File: src/shared/timer_pwm_regs.vh
// register offsets, field codes and reset values of the timer channel
// assumes: included by design files, 32-bit apb data, byte addresses
`ifndef TIMER_PWM_REGS_VH
`define TIMER_PWM_REGS_VH

`define CTRL_OFFSET 12'h000
`define MODE_OFFSET 12'h004
`define RELOAD_OFFSET 12'h008
`define COMPARE_OFFSET 12'h00C
`define COUNT_OFFSET 12'h010
`define EVENT_OFFSET 12'h014
`define STATUS_OFFSET 12'h018

// ctrl register fields
`define CTRL_RUN_BIT 0
`define CTRL_DIR_BIT 1
`define CTRL_SHOT_BIT 2
`define CTRL_RBUF_BIT 3
`define CTRL_ALIGN_LSB 4
`define CTRL_ALIGN_MSB 5
// mode register fields
`define MODE_CMP_LSB 0
`define MODE_CMP_MSB 2
`define MODE_CBUF_BIT 3
`define MODE_POL_BIT 4
`define MODE_OEN_BIT 5
`define MODE_SLAVE_LSB 8
`define MODE_SLAVE_MSB 10
`define MODE_TRIG_LSB 12
`define MODE_TRIG_MSB 14
// event register fields
`define EVENT_UPDATE_BIT 0
// status register fields
`define STATUS_FLAG_BIT 0
`define STATUS_REF_BIT 1
`define STATUS_DIR_BIT 2
`define STATUS_RUN_BIT 3

// compare mode codes
`define CMP_FROZEN 3'h0
`define CMP_ACTIVE 3'h1
`define CMP_INACTIVE 3'h2
`define CMP_TOGGLE 3'h3
`define CMP_FORCE_LOW 3'h4
`define CMP_FORCE_HIGH 3'h5
`define CMP_PWM1 3'h6
`define CMP_PWM2 3'h7
// alignment codes
`define ALIGN_EDGE 2'h0
`define ALIGN_CENTER_DOWN 2'h1
`define ALIGN_CENTER_UP 2'h2
`define ALIGN_CENTER_BOTH 2'h3
// slave mode and trigger source codes
`define SLAVE_TRIGGER 3'h6
`define TRIG_INPUT2 3'h6

// reset values
`define RELOAD_RESET 16'hFFFF
`define COMPARE_RESET 16'h0000

`endif

File: src/design/shadow_reg.v
// buffered value with an active copy loaded on the update event
// assumes: single clock, asynchronous active-low reset
`timescale 1ns/1ps
module shadow_reg #(
   parameter WIDTH = 16,
   parameter [WIDTH-1:0] RESET_VALUE = {WIDTH{1'b0}}
) (
   input wire clock_in,
   input wire reset_n_in,
   input wire write_in,
   input wire [WIDTH-1:0] data_in,
   input wire buf_en_in,
   input wire update_in,
   output wire [WIDTH-1:0] buffer_out,
   output wire [WIDTH-1:0] active_out
);
   reg [WIDTH-1:0] buffer_reg;
   reg [WIDTH-1:0] active_reg;

   // ==========================================================
   // buffer and active copy
   always @(posedge clock_in or negedge reset_n_in) begin
      if (!reset_n_in) begin
         buffer_reg <= RESET_VALUE;
         active_reg <= RESET_VALUE;
      end else begin
         if (write_in)
            buffer_reg <= data_in;
         if (write_in && !buf_en_in)
            active_reg <= data_in;
         else if (update_in)
            active_reg <= write_in ? data_in : buffer_reg;
      end
   end

   assign buffer_out = buffer_reg;
   assign active_out = active_reg;
endmodule

File: src/design/timer_compare_pwm.v
// timer counter with one compare channel: compare, pwm and single shot
// assumes: apb slave at 100 MHz, trigger input synchronous to clock_in
`timescale 1ns/1ps
`include "timer_pwm_regs.vh"

// Operation
// unbuffered compare writes apply at once
// toggle mode inverts output on match
// codes 110 and 111 select pwm 1/2
// reload sets period, compare sets duty
// update event or forced update loads copies
// output polarity selectable high or low
// output reaches pin only when enabled
// pwm reference changes on compare change only; code also sets it when a mode write leaves frozen for pwm
// align zero edge, nonzero center, same waveform
// edge mode direction bit low counts up
// pwm1 up: high below compare, limits
// pwm1 down: low above compare
// center mode flags by alignment field
// hardware owns direction in center mode
// software never writes direction with alignment
// center counter write above reload keeps direction
// center write zero/reload sets direction, no update
// single shot stops counter at update event
// software sets legal start before trigger
// single shot pwm2 rises at match, falls at reload
// trigger mode edge on input2 starts counter
// software enables buffering for pwm
// polarity zero follows reference, else inverted
// match actions frozen, active, inactive, toggle
// disabled output shows inactive level
module timer_compare_pwm #(
   parameter WIDTH = 16
) (
   input wire clock_in,
   input wire reset_n_in,
   input wire psel_in,
   input wire penable_in,
   input wire pwrite_in,
   input wire [11:0] paddr_in,
   input wire [31:0] pwdata_in,
   output wire pready_out,
   output wire pslverr_out,
   output reg [31:0] prdata_out,
   input wire input2_filtered_edge_in,
   output reg channel_out,
   output reg channel_oe_out,
   output reg compare_flag_out
);
   // ==========================================================
   // apb decode
   wire access_w = psel_in && penable_in;
   wire wr_w = access_w && pwrite_in;
   wire mapped_w = (paddr_in == `CTRL_OFFSET) || (paddr_in == `MODE_OFFSET) ||
      (paddr_in == `RELOAD_OFFSET) || (paddr_in == `COMPARE_OFFSET) ||
      (paddr_in == `COUNT_OFFSET) || (paddr_in == `EVENT_OFFSET) ||
      (paddr_in == `STATUS_OFFSET);
   assign pready_out = 1'b1;
   assign pslverr_out = access_w && !mapped_w;
   wire wr_ctrl_w = wr_w && (paddr_in == `CTRL_OFFSET);
   wire wr_mode_w = wr_w && (paddr_in == `MODE_OFFSET);
   wire wr_reload_w = wr_w && (paddr_in == `RELOAD_OFFSET);
   wire wr_compare_w = wr_w && (paddr_in == `COMPARE_OFFSET);
   wire wr_count_w = wr_w && (paddr_in == `COUNT_OFFSET);
   wire wr_event_w = wr_w && (paddr_in == `EVENT_OFFSET);
   wire rd_status_w = access_w && !pwrite_in && (paddr_in == `STATUS_OFFSET);

   // ==========================================================
   // control state
   reg counter_run_reg;
   reg count_direction_reg;
   reg single_shot_reg;
   reg reload_buf_en_reg;
   reg [1:0] align_sel_reg;
   reg [2:0] compare_mode_sel_reg;
   reg compare_buf_en_reg;
   reg out_polarity_reg;
   reg out_enable_reg;
   reg [2:0] slave_mode_sel_reg;
   reg [2:0] trigger_source_sel_reg;
   reg [WIDTH-1:0] count_value_reg;
   reg ref_wave_reg;
   reg cmp_result_reg;
   reg trig_prev_reg;

   wire [WIDTH-1:0] reload_value_w;
   wire [WIDTH-1:0] compare_value_w;
   wire [WIDTH-1:0] reload_buf_w;
   wire [WIDTH-1:0] compare_buf_w;
   wire center_w = (align_sel_reg != `ALIGN_EDGE);
   wire force_update_w = wr_event_w && pwdata_in[`EVENT_UPDATE_BIT];

   // ==========================================================
   // counter step and update event
   reg [WIDTH-1:0] count_next;
   reg direction_next;
   reg overflow_w;
   always @* begin
      count_next = count_value_reg;
      direction_next = count_direction_reg;
      overflow_w = 1'b0;
      if (counter_run_reg) begin
         if (!center_w) begin
            if (!count_direction_reg) begin
               if (count_value_reg >= reload_value_w) begin
                  count_next = {WIDTH{1'b0}};
                  overflow_w = 1'b1;
               end else
                  count_next = count_value_reg + 1'b1;
            end else begin
               if (count_value_reg == {WIDTH{1'b0}}) begin
                  count_next = reload_value_w;
                  overflow_w = 1'b1;
               end else
                  count_next = count_value_reg - 1'b1;
            end
         end else begin
            if (!count_direction_reg) begin
               if (count_value_reg + 1'b1 >= reload_value_w) begin
                  count_next = reload_value_w;
                  direction_next = 1'b1;
                  overflow_w = 1'b1;
               end else
                  count_next = count_value_reg + 1'b1;
            end else begin
               if (count_value_reg <= {{(WIDTH-1){1'b0}}, 1'b1}) begin
                  count_next = {WIDTH{1'b0}};
                  direction_next = 1'b0;
                  overflow_w = 1'b1;
               end else
                  count_next = count_value_reg - 1'b1;
            end
         end
      end
   end
   wire update_event_w = overflow_w || force_update_w;

   // ==========================================================
   // buffered reload and compare
   shadow_reg #(
      .WIDTH(WIDTH),
      .RESET_VALUE(`RELOAD_RESET)
   ) reload_copy (
      .clock_in(clock_in),
      .reset_n_in(reset_n_in),
      .write_in(wr_reload_w),
      .data_in(pwdata_in[WIDTH-1:0]),
      .buf_en_in(reload_buf_en_reg),
      .update_in(update_event_w),
      .buffer_out(reload_buf_w),
      .active_out(reload_value_w)
   );
   shadow_reg #(
      .WIDTH(WIDTH),
      .RESET_VALUE(`COMPARE_RESET)
   ) compare_copy (
      .clock_in(clock_in),
      .reset_n_in(reset_n_in),
      .write_in(wr_compare_w),
      .data_in(pwdata_in[WIDTH-1:0]),
      .buf_en_in(compare_buf_en_reg),
      .update_in(update_event_w),
      .buffer_out(compare_buf_w),
      .active_out(compare_value_w)
   );

   // ==========================================================
   // trigger start
   wire trig_edge_w = input2_filtered_edge_in && !trig_prev_reg;
   wire trig_start_w = (slave_mode_sel_reg == `SLAVE_TRIGGER) &&
      (trigger_source_sel_reg == `TRIG_INPUT2) && trig_edge_w;

   // ==========================================================
   // compare logic
   wire match_w = counter_run_reg && (count_value_reg == compare_value_w);
   wire ahead_w = count_direction_reg ?
      (count_value_reg > compare_value_w) :
      (count_value_reg >= compare_value_w);
   // pwm1 reference level, held high when compare exceeds reload
   wire pwm1_level_w = (compare_value_w > reload_value_w) ? 1'b1 : !ahead_w;
   wire is_pwm_w = (compare_mode_sel_reg == `CMP_PWM1) ||
      (compare_mode_sel_reg == `CMP_PWM2);
   wire [2:0] new_mode_w = pwdata_in[`MODE_CMP_MSB:`MODE_CMP_LSB];
   wire leave_frozen_w = wr_mode_w && (compare_mode_sel_reg == `CMP_FROZEN) &&
      ((new_mode_w == `CMP_PWM1) || (new_mode_w == `CMP_PWM2));
   wire flag_dir_ok_w = !center_w ||
      (align_sel_reg == `ALIGN_CENTER_BOTH) ||
      ((align_sel_reg == `ALIGN_CENTER_DOWN) && count_direction_reg) ||
      ((align_sel_reg == `ALIGN_CENTER_UP) && !count_direction_reg);

   always @(posedge clock_in or negedge reset_n_in) begin
      if (!reset_n_in) begin
         ref_wave_reg <= 1'b0;
         cmp_result_reg <= 1'b0;
      end else begin
         cmp_result_reg <= pwm1_level_w;
         if (leave_frozen_w)
            ref_wave_reg <= (new_mode_w == `CMP_PWM2) ? !pwm1_level_w : pwm1_level_w;
         else begin
            case (compare_mode_sel_reg)
               `CMP_ACTIVE: if (match_w) ref_wave_reg <= 1'b1;
               `CMP_INACTIVE: if (match_w) ref_wave_reg <= 1'b0;
               `CMP_TOGGLE: if (match_w) ref_wave_reg <= !ref_wave_reg;
               `CMP_FORCE_LOW: ref_wave_reg <= 1'b0;
               `CMP_FORCE_HIGH: ref_wave_reg <= 1'b1;
               `CMP_PWM1: if (pwm1_level_w != cmp_result_reg) ref_wave_reg <= pwm1_level_w;
               `CMP_PWM2: if (pwm1_level_w != cmp_result_reg)
                  ref_wave_reg <= !pwm1_level_w;
               default: ref_wave_reg <= ref_wave_reg;
            endcase
         end
      end
   end

   // ==========================================================
   // register writes and counter
   always @(posedge clock_in or negedge reset_n_in) begin
      if (!reset_n_in) begin
         counter_run_reg <= 1'b0;
         count_direction_reg <= 1'b0;
         single_shot_reg <= 1'b0;
         reload_buf_en_reg <= 1'b0;
         align_sel_reg <= `ALIGN_EDGE;
         compare_mode_sel_reg <= `CMP_FROZEN;
         compare_buf_en_reg <= 1'b0;
         out_polarity_reg <= 1'b0;
         out_enable_reg <= 1'b0;
         slave_mode_sel_reg <= 3'h0;
         trigger_source_sel_reg <= 3'h0;
         count_value_reg <= {WIDTH{1'b0}};
         trig_prev_reg <= 1'b0;
         compare_flag_out <= 1'b0;
      end else begin
         trig_prev_reg <= input2_filtered_edge_in;
         count_value_reg <= count_next;
         count_direction_reg <= direction_next;
         if (overflow_w && single_shot_reg)
            counter_run_reg <= 1'b0;
         if (trig_start_w)
            counter_run_reg <= 1'b1;
         if (wr_ctrl_w) begin
            counter_run_reg <= pwdata_in[`CTRL_RUN_BIT];
            single_shot_reg <= pwdata_in[`CTRL_SHOT_BIT];
            reload_buf_en_reg <= pwdata_in[`CTRL_RBUF_BIT];
            align_sel_reg <= pwdata_in[`CTRL_ALIGN_MSB:`CTRL_ALIGN_LSB];
            // center mode keeps hardware direction
            if (!center_w)
               count_direction_reg <= pwdata_in[`CTRL_DIR_BIT];
         end
         if (wr_mode_w) begin
            compare_mode_sel_reg <= new_mode_w;
            compare_buf_en_reg <= pwdata_in[`MODE_CBUF_BIT];
            out_polarity_reg <= pwdata_in[`MODE_POL_BIT];
            out_enable_reg <= pwdata_in[`MODE_OEN_BIT];
            slave_mode_sel_reg <= pwdata_in[`MODE_SLAVE_MSB:`MODE_SLAVE_LSB];
            trigger_source_sel_reg <= pwdata_in[`MODE_TRIG_MSB:`MODE_TRIG_LSB];
         end
         if (force_update_w)
            count_value_reg <= count_direction_reg ? reload_buf_w : {WIDTH{1'b0}};
         if (wr_count_w) begin
            count_value_reg <= pwdata_in[WIDTH-1:0];
            if (center_w && (pwdata_in[WIDTH-1:0] == {WIDTH{1'b0}}))
               count_direction_reg <= 1'b0;
            else if (center_w && (pwdata_in[WIDTH-1:0] == reload_value_w))
               count_direction_reg <= 1'b1;
            else if (center_w)
               count_direction_reg <= count_direction_reg;
         end
         // set wins over read clear
         if (match_w && flag_dir_ok_w)
            compare_flag_out <= 1'b1;
         else if (rd_status_w)
            compare_flag_out <= 1'b0;
      end
   end

   // ==========================================================
   // pin driver
   always @(posedge clock_in or negedge reset_n_in) begin
      if (!reset_n_in) begin
         channel_out <= 1'b0;
         channel_oe_out <= 1'b0;
      end else begin
         channel_oe_out <= out_enable_reg;
         if (out_enable_reg)
            channel_out <= ref_wave_reg ^ out_polarity_reg;
         else
            channel_out <= out_polarity_reg;
      end
   end

   // ==========================================================
   // read mux
   always @(posedge clock_in or negedge reset_n_in) begin
      if (!reset_n_in)
         prdata_out <= 32'h00000000;
      else if (psel_in && !penable_in && !pwrite_in) begin
         prdata_out <= 32'h00000000;
         case (paddr_in)
            `CTRL_OFFSET: prdata_out <= {26'h0000000, align_sel_reg, reload_buf_en_reg,
               single_shot_reg, count_direction_reg, counter_run_reg};
            `MODE_OFFSET: prdata_out <= {17'h00000, trigger_source_sel_reg, 1'b0,
               slave_mode_sel_reg, 2'h0, out_enable_reg, out_polarity_reg,
               compare_buf_en_reg, compare_mode_sel_reg};
            `RELOAD_OFFSET: prdata_out <= {{(32-WIDTH){1'b0}}, reload_buf_w};
            `COMPARE_OFFSET: prdata_out <= {{(32-WIDTH){1'b0}}, compare_buf_w};
            `COUNT_OFFSET: prdata_out <= {{(32-WIDTH){1'b0}}, count_value_reg};
            `STATUS_OFFSET: prdata_out <= {28'h0000000, counter_run_reg,
               count_direction_reg, ref_wave_reg, compare_flag_out};
            default: prdata_out <= 32'h00000000;
         endcase
      end
   end
endmodule

File: config.mk
export PLATFORM = sky130hd
export DESIGN_NAME = timer_compare_pwm
export DESIGN_NICKNAME = d
export VERILOG_FILES = /design/src/design/shadow_reg.v /design/src/design/timer_compare_pwm.v
export VERILOG_INCLUDE_DIRS = /design/src /design/src/shared
export SDC_FILE = /design/constraint.sdc
export NUM_CORES = 1
export LEC_CHECK = 0
export BUFFER_PORTS_ARGS = -buffer_cell sky130_fd_sc_hd__buf_2
export CORE_UTILIZATION = 50
export CTS_CLUSTER_SIZE = 20
export DETAILED_ROUTE_END_ITERATION = 8
export PLACE_DENSITY = 0.72
export REMOVE_ABC_BUFFERS = 1
export SKIP_CTS_REPAIR_TIMING = 1
export SLEW_MARGIN = 20
export SYNTH_ARGS = -nofsm -noshare
export SYNTH_HDL_FRONTEND = slang
export SYNTH_SLANG_ARGS = --single-unit
File: constraint.sdc
create_clock -name clock_in -period 3.88 [get_ports clock_in]
set_clock_uncertainty 0.2 [all_clocks]
set_input_delay 0.194 -clock clock_in [delete_from_list [all_inputs] [get_ports clock_in]]
set_output_delay 0.194 -clock clock_in [all_outputs]
set_load 0.05 [all_outputs]
==> summary.md <==
| Metric | Value |
|---|---|
| Largest net degree at the start of global routing | `63` |
| Clock network fraction of total power | `16.1%` |
| Die Area | `18,700 um2` |
| Row cnt | `48` |
| Grt ovf | `0` |
| Max Cap Viol | `0` |
| Yosys top cell area share | `24.2%` |
| Routed vias | `8,355` |
| Pwr/cell area | `956 nW/um2` |
| Int Pwr | `5.32 mW` |
| CP bufs+invs | `1` |
| Power Total | `10.2 mW` |
| Hold path endpoint | `compare_mode_sel_reg[2]` |
| Crit-path leading delay family | `simple AND/OR/NAND/NOR gates` |
| Synthesis-stage register bit count | `120` |
| Max-slew violation count | `0` |
| Hold Path Stages | `3` |
| Critical R2R Launch | `count_value_reg[1]` |
| First-pass GRT wire length | `44.1 mm` |
| Leakage power | `4.88 nW` |
| Critical path endpoint category | `register` |
| Worst r2r path cells | `12` |
| Placed cell count | `1,214` |
| Hold path start | `pwdata_in[2]` |
| Hold Path Class | `in2reg` |
| Most used DFF post-synth | `dfrtp_1` |
| Antenna Diode Count | `0` |
| Ys async rst share | `100%` |
| Worst VDD drop | `0.642 mV` |
| GRT Util Overall | `31.7%` |
| Final setup violation count | `0` |
| EDFF count, synth | `0` |
| Tmin final | `3.71 ns` |
| Synth area leaders | `dfrtp_1 24%, ha_1 9.8%, dfstp_2 9.2%` |
| Worst EP arrival | `3.83 ns` |
| Avg Cell Area, Syn | `9.67 um2` |
| Fmax | `270 MHz` |
| Die height | `137 um` |
| Switching share of power | `47.6%` |
| RR Endpoint | `compare_copy.active_out[14]` |
| Failing checks | `design-rule violations, negative hold slack` |
| Number of buffers created by CTS | `17` |
| Vias/cell | `6.59` |
| DRC Markers | `4` |
| Remaining antenna violation count after routing | `0` |
| Seq/Total Area, Yosys | `33.4%` |
| Yosys warnings | `0` |
| Clock Pin Slew Worst Setup and Hold Paths | `0.06 ns` |
| Largest stage delay on the critical path | `0.49 ns` |
| Grt met3 use | `5.85%` |
| Die W | `137 um` |
| Clock sinks | `120` |
| Ports | `87` |
| GR met1 Demand/Resource | `40.5%` |
| Critical path class | `reg2reg` |
| Pre-antenna DRT Iters | `9` |
| Slew @ Worst Pin | `0.926 ns` |
| Layout area overhead | `16.8%` |
| Port Buffer Count | `53` |
| Flop pwr share | `14.3%` |
| Mapped Cells | `941` |
| CTS Root Cell | `clkbuf_16` |
| Initial antenna violation count | `0` |
| CTS tree | `yes` |
| Clk buf depth | `2` |
| Busiest layer in global routing | `met2` |
| Post-synth top area cell | `dfrtp_1` |
| GR Layer Usage met2 | `51.0%` |
| Sw Pwr | `4.84 mW` |
| Initial DRC Count | `1,085` |
| Hold Slack | `-0.0329 ns` |
| Layout Cells excl Fill | `1,267` |
| Library cells used by synthesis | `86` |
| CP max-delay cell | `dfrtp_1` |
| Initial core utilization | `51.9%` |
| CP Launch Type | `register` |
| NumNets Final | `1,150` |
| Maximum net fanout on the critical path | `16` |
| Reg-to-reg setup timing slack | `0.17 ns` |
| Number of global-route vias before repair | `7,870` |
| WL/cell | `22.7 um` |
| Synthesized cell area | `9100 um2` |
| Outcome | `finished, violations left` |
| Worst EP required | `4.00 ns` |
| Routed WL | `28.7 mm` |
| H-tree level count | `4` |
| Comb power frac | `69.6%` |
| Clock Latency Late Sink | `0.43 ns` |
| Gpl congestion | `0.991` |
| CP Cell Sequence | `ha_4, nand3_1, nor3_1, xor2_1, ha_1, and4_1, a221oi_2, nand3_1, o21ai_4, o2111ai_4, buf_12, mux2_4` |
| Placeable Area | `17,500 um2` |
| Max-Slew Margin vs Limit | `37.7%` |
| Worst path most repeated cell | `nand3_1` |
| Fin. Hold Viols | `2` |
| Detail Placement HPWL | `21.0 mm` |
| Share of layout cells above drive strength 1 | `27.5%` |
| Tcrit/Tclk final | `95.6%` |
placed cells by master (no fill, tap or decap), drive strengths merged, types with 18 or more instances in the layout:
cell type	instances
nor3	22
nor2	40
ha	71
inv	54
a21oi	65
nand2	61
dfrtp	88
xor2	28
mux2	77
nand3	35
clkbuf	18
nand4	22
nor4	21
buf	109
dfstp	32
o21ai	40
through the flow:
step / setup TNS [ns] / setup slack (ns) / util, % / hold WS [ns] / cell area [um2]
final: 0 / 0.169 / 60.6 / -0.0329 / 10600
after global routing: -0.0200 / -0.0200 / 60.6 / 0.00493 / 10600
after CTS: 0 / 0.00110 / 59.1 / -0.330 / 10400
after detailed placement: 0 / 0.0305 / 55.7 / 0.116 / 9770
after global placement: 0 / 0.121 / 55.7 / 0.114 / 9770
after floorplan: -3.52 / -0.513 / - / -0.302 / 8770
synth_stat cells, types with 22 or more instances:
cell and count:
nand4_1 22, dfstp_2 32, xor2_1 28, a21oi_1 65, nand3_1 34, nand2_1 58
clkbuf_1 45, mux2_2 57, dfrtp_1 88, o21ai_0 37, nor2_1 40, ha_1 71
inv_1 48
cell families (layout without fill, tap and decap cells):
family	Yosys count	in the layout	share of synthesized area (%)
AOI/OAI and AO/OA	248	248	19.4
xor gates and xnor gates	42	42	4.04
adders and majority gates	71	71	9.76
buffers and inverters	120	206	6.17
DFF	120	120	33.4
muxes	91	91	11.9
other	2	17	0.0825
and+or+nand+nor	247	247	15.2
power groups by stage:
stage / registers, mW / clock network, mW / logic [mW]
after floorplan: 1.53 / 0 / 4.29
after global placement: 1.46 / 0 / 6.67
after detailed placement: 1.46 / 0 / 6.76
after CTS: 1.44 / 1.64 / 6.81
after global routing: 1.46 / 1.69 / 7.42
final: 1.45 / 1.64 / 7.08
how the worst max path moves through the flow:
stage                     slack (ns)  cells past startpoint          startpoint                           to
after floorplan                -0.51                     12  count_value_reg[4]           count_value_reg[4]
after global placement          0.12                     13  count_value_reg[1]   reload_copy.active_out[12]
after detailed placement        0.03                     13  count_value_reg[1]   reload_copy.active_out[11]
after CTS                      0.001                     13  count_value_reg[1]    reload_copy.active_out[9]
after global routing           -0.02                     12  count_value_reg[1]           count_value_reg[4]
final                           0.17                     12  count_value_reg[1]  compare_copy.active_out[14]
worst reg2reg max path, cell delays in order, from the launching register on:
cell,delay (ns)
dfrtp_1,0.49
ha_4,0.23
nand3_1,0.14
nor3_1,0.25
xor2_1,0.21
ha_1,0.29
and4_1,0.24
a221oi_2,0.31
nand3_1,0.27
o21ai_4,0.28
o2111ai_4,0.16
buf_12,0.22
mux2_4,0.31
layer usage:
layer / share of wire [%] / routed length (um)
met1: 40 / 11600
met2: 46 / 13100
met3: 8.6 / 2480
met4: 5.4 / 1550
met5: 0 / 0
area by class of cell:
type                            instances  area [um2]
Fill cell                            1436        6910
Multi-Input combinational cell        716        5620
Sequential cell                       120        3040
Timing Repair Buffer                  126         900
Clock buffer                           18         439
Tap cell                              225         282
Inverter                               48         180
Clock inverter                         14         164
Note: power is estimated with default switching activity, not from simulation.
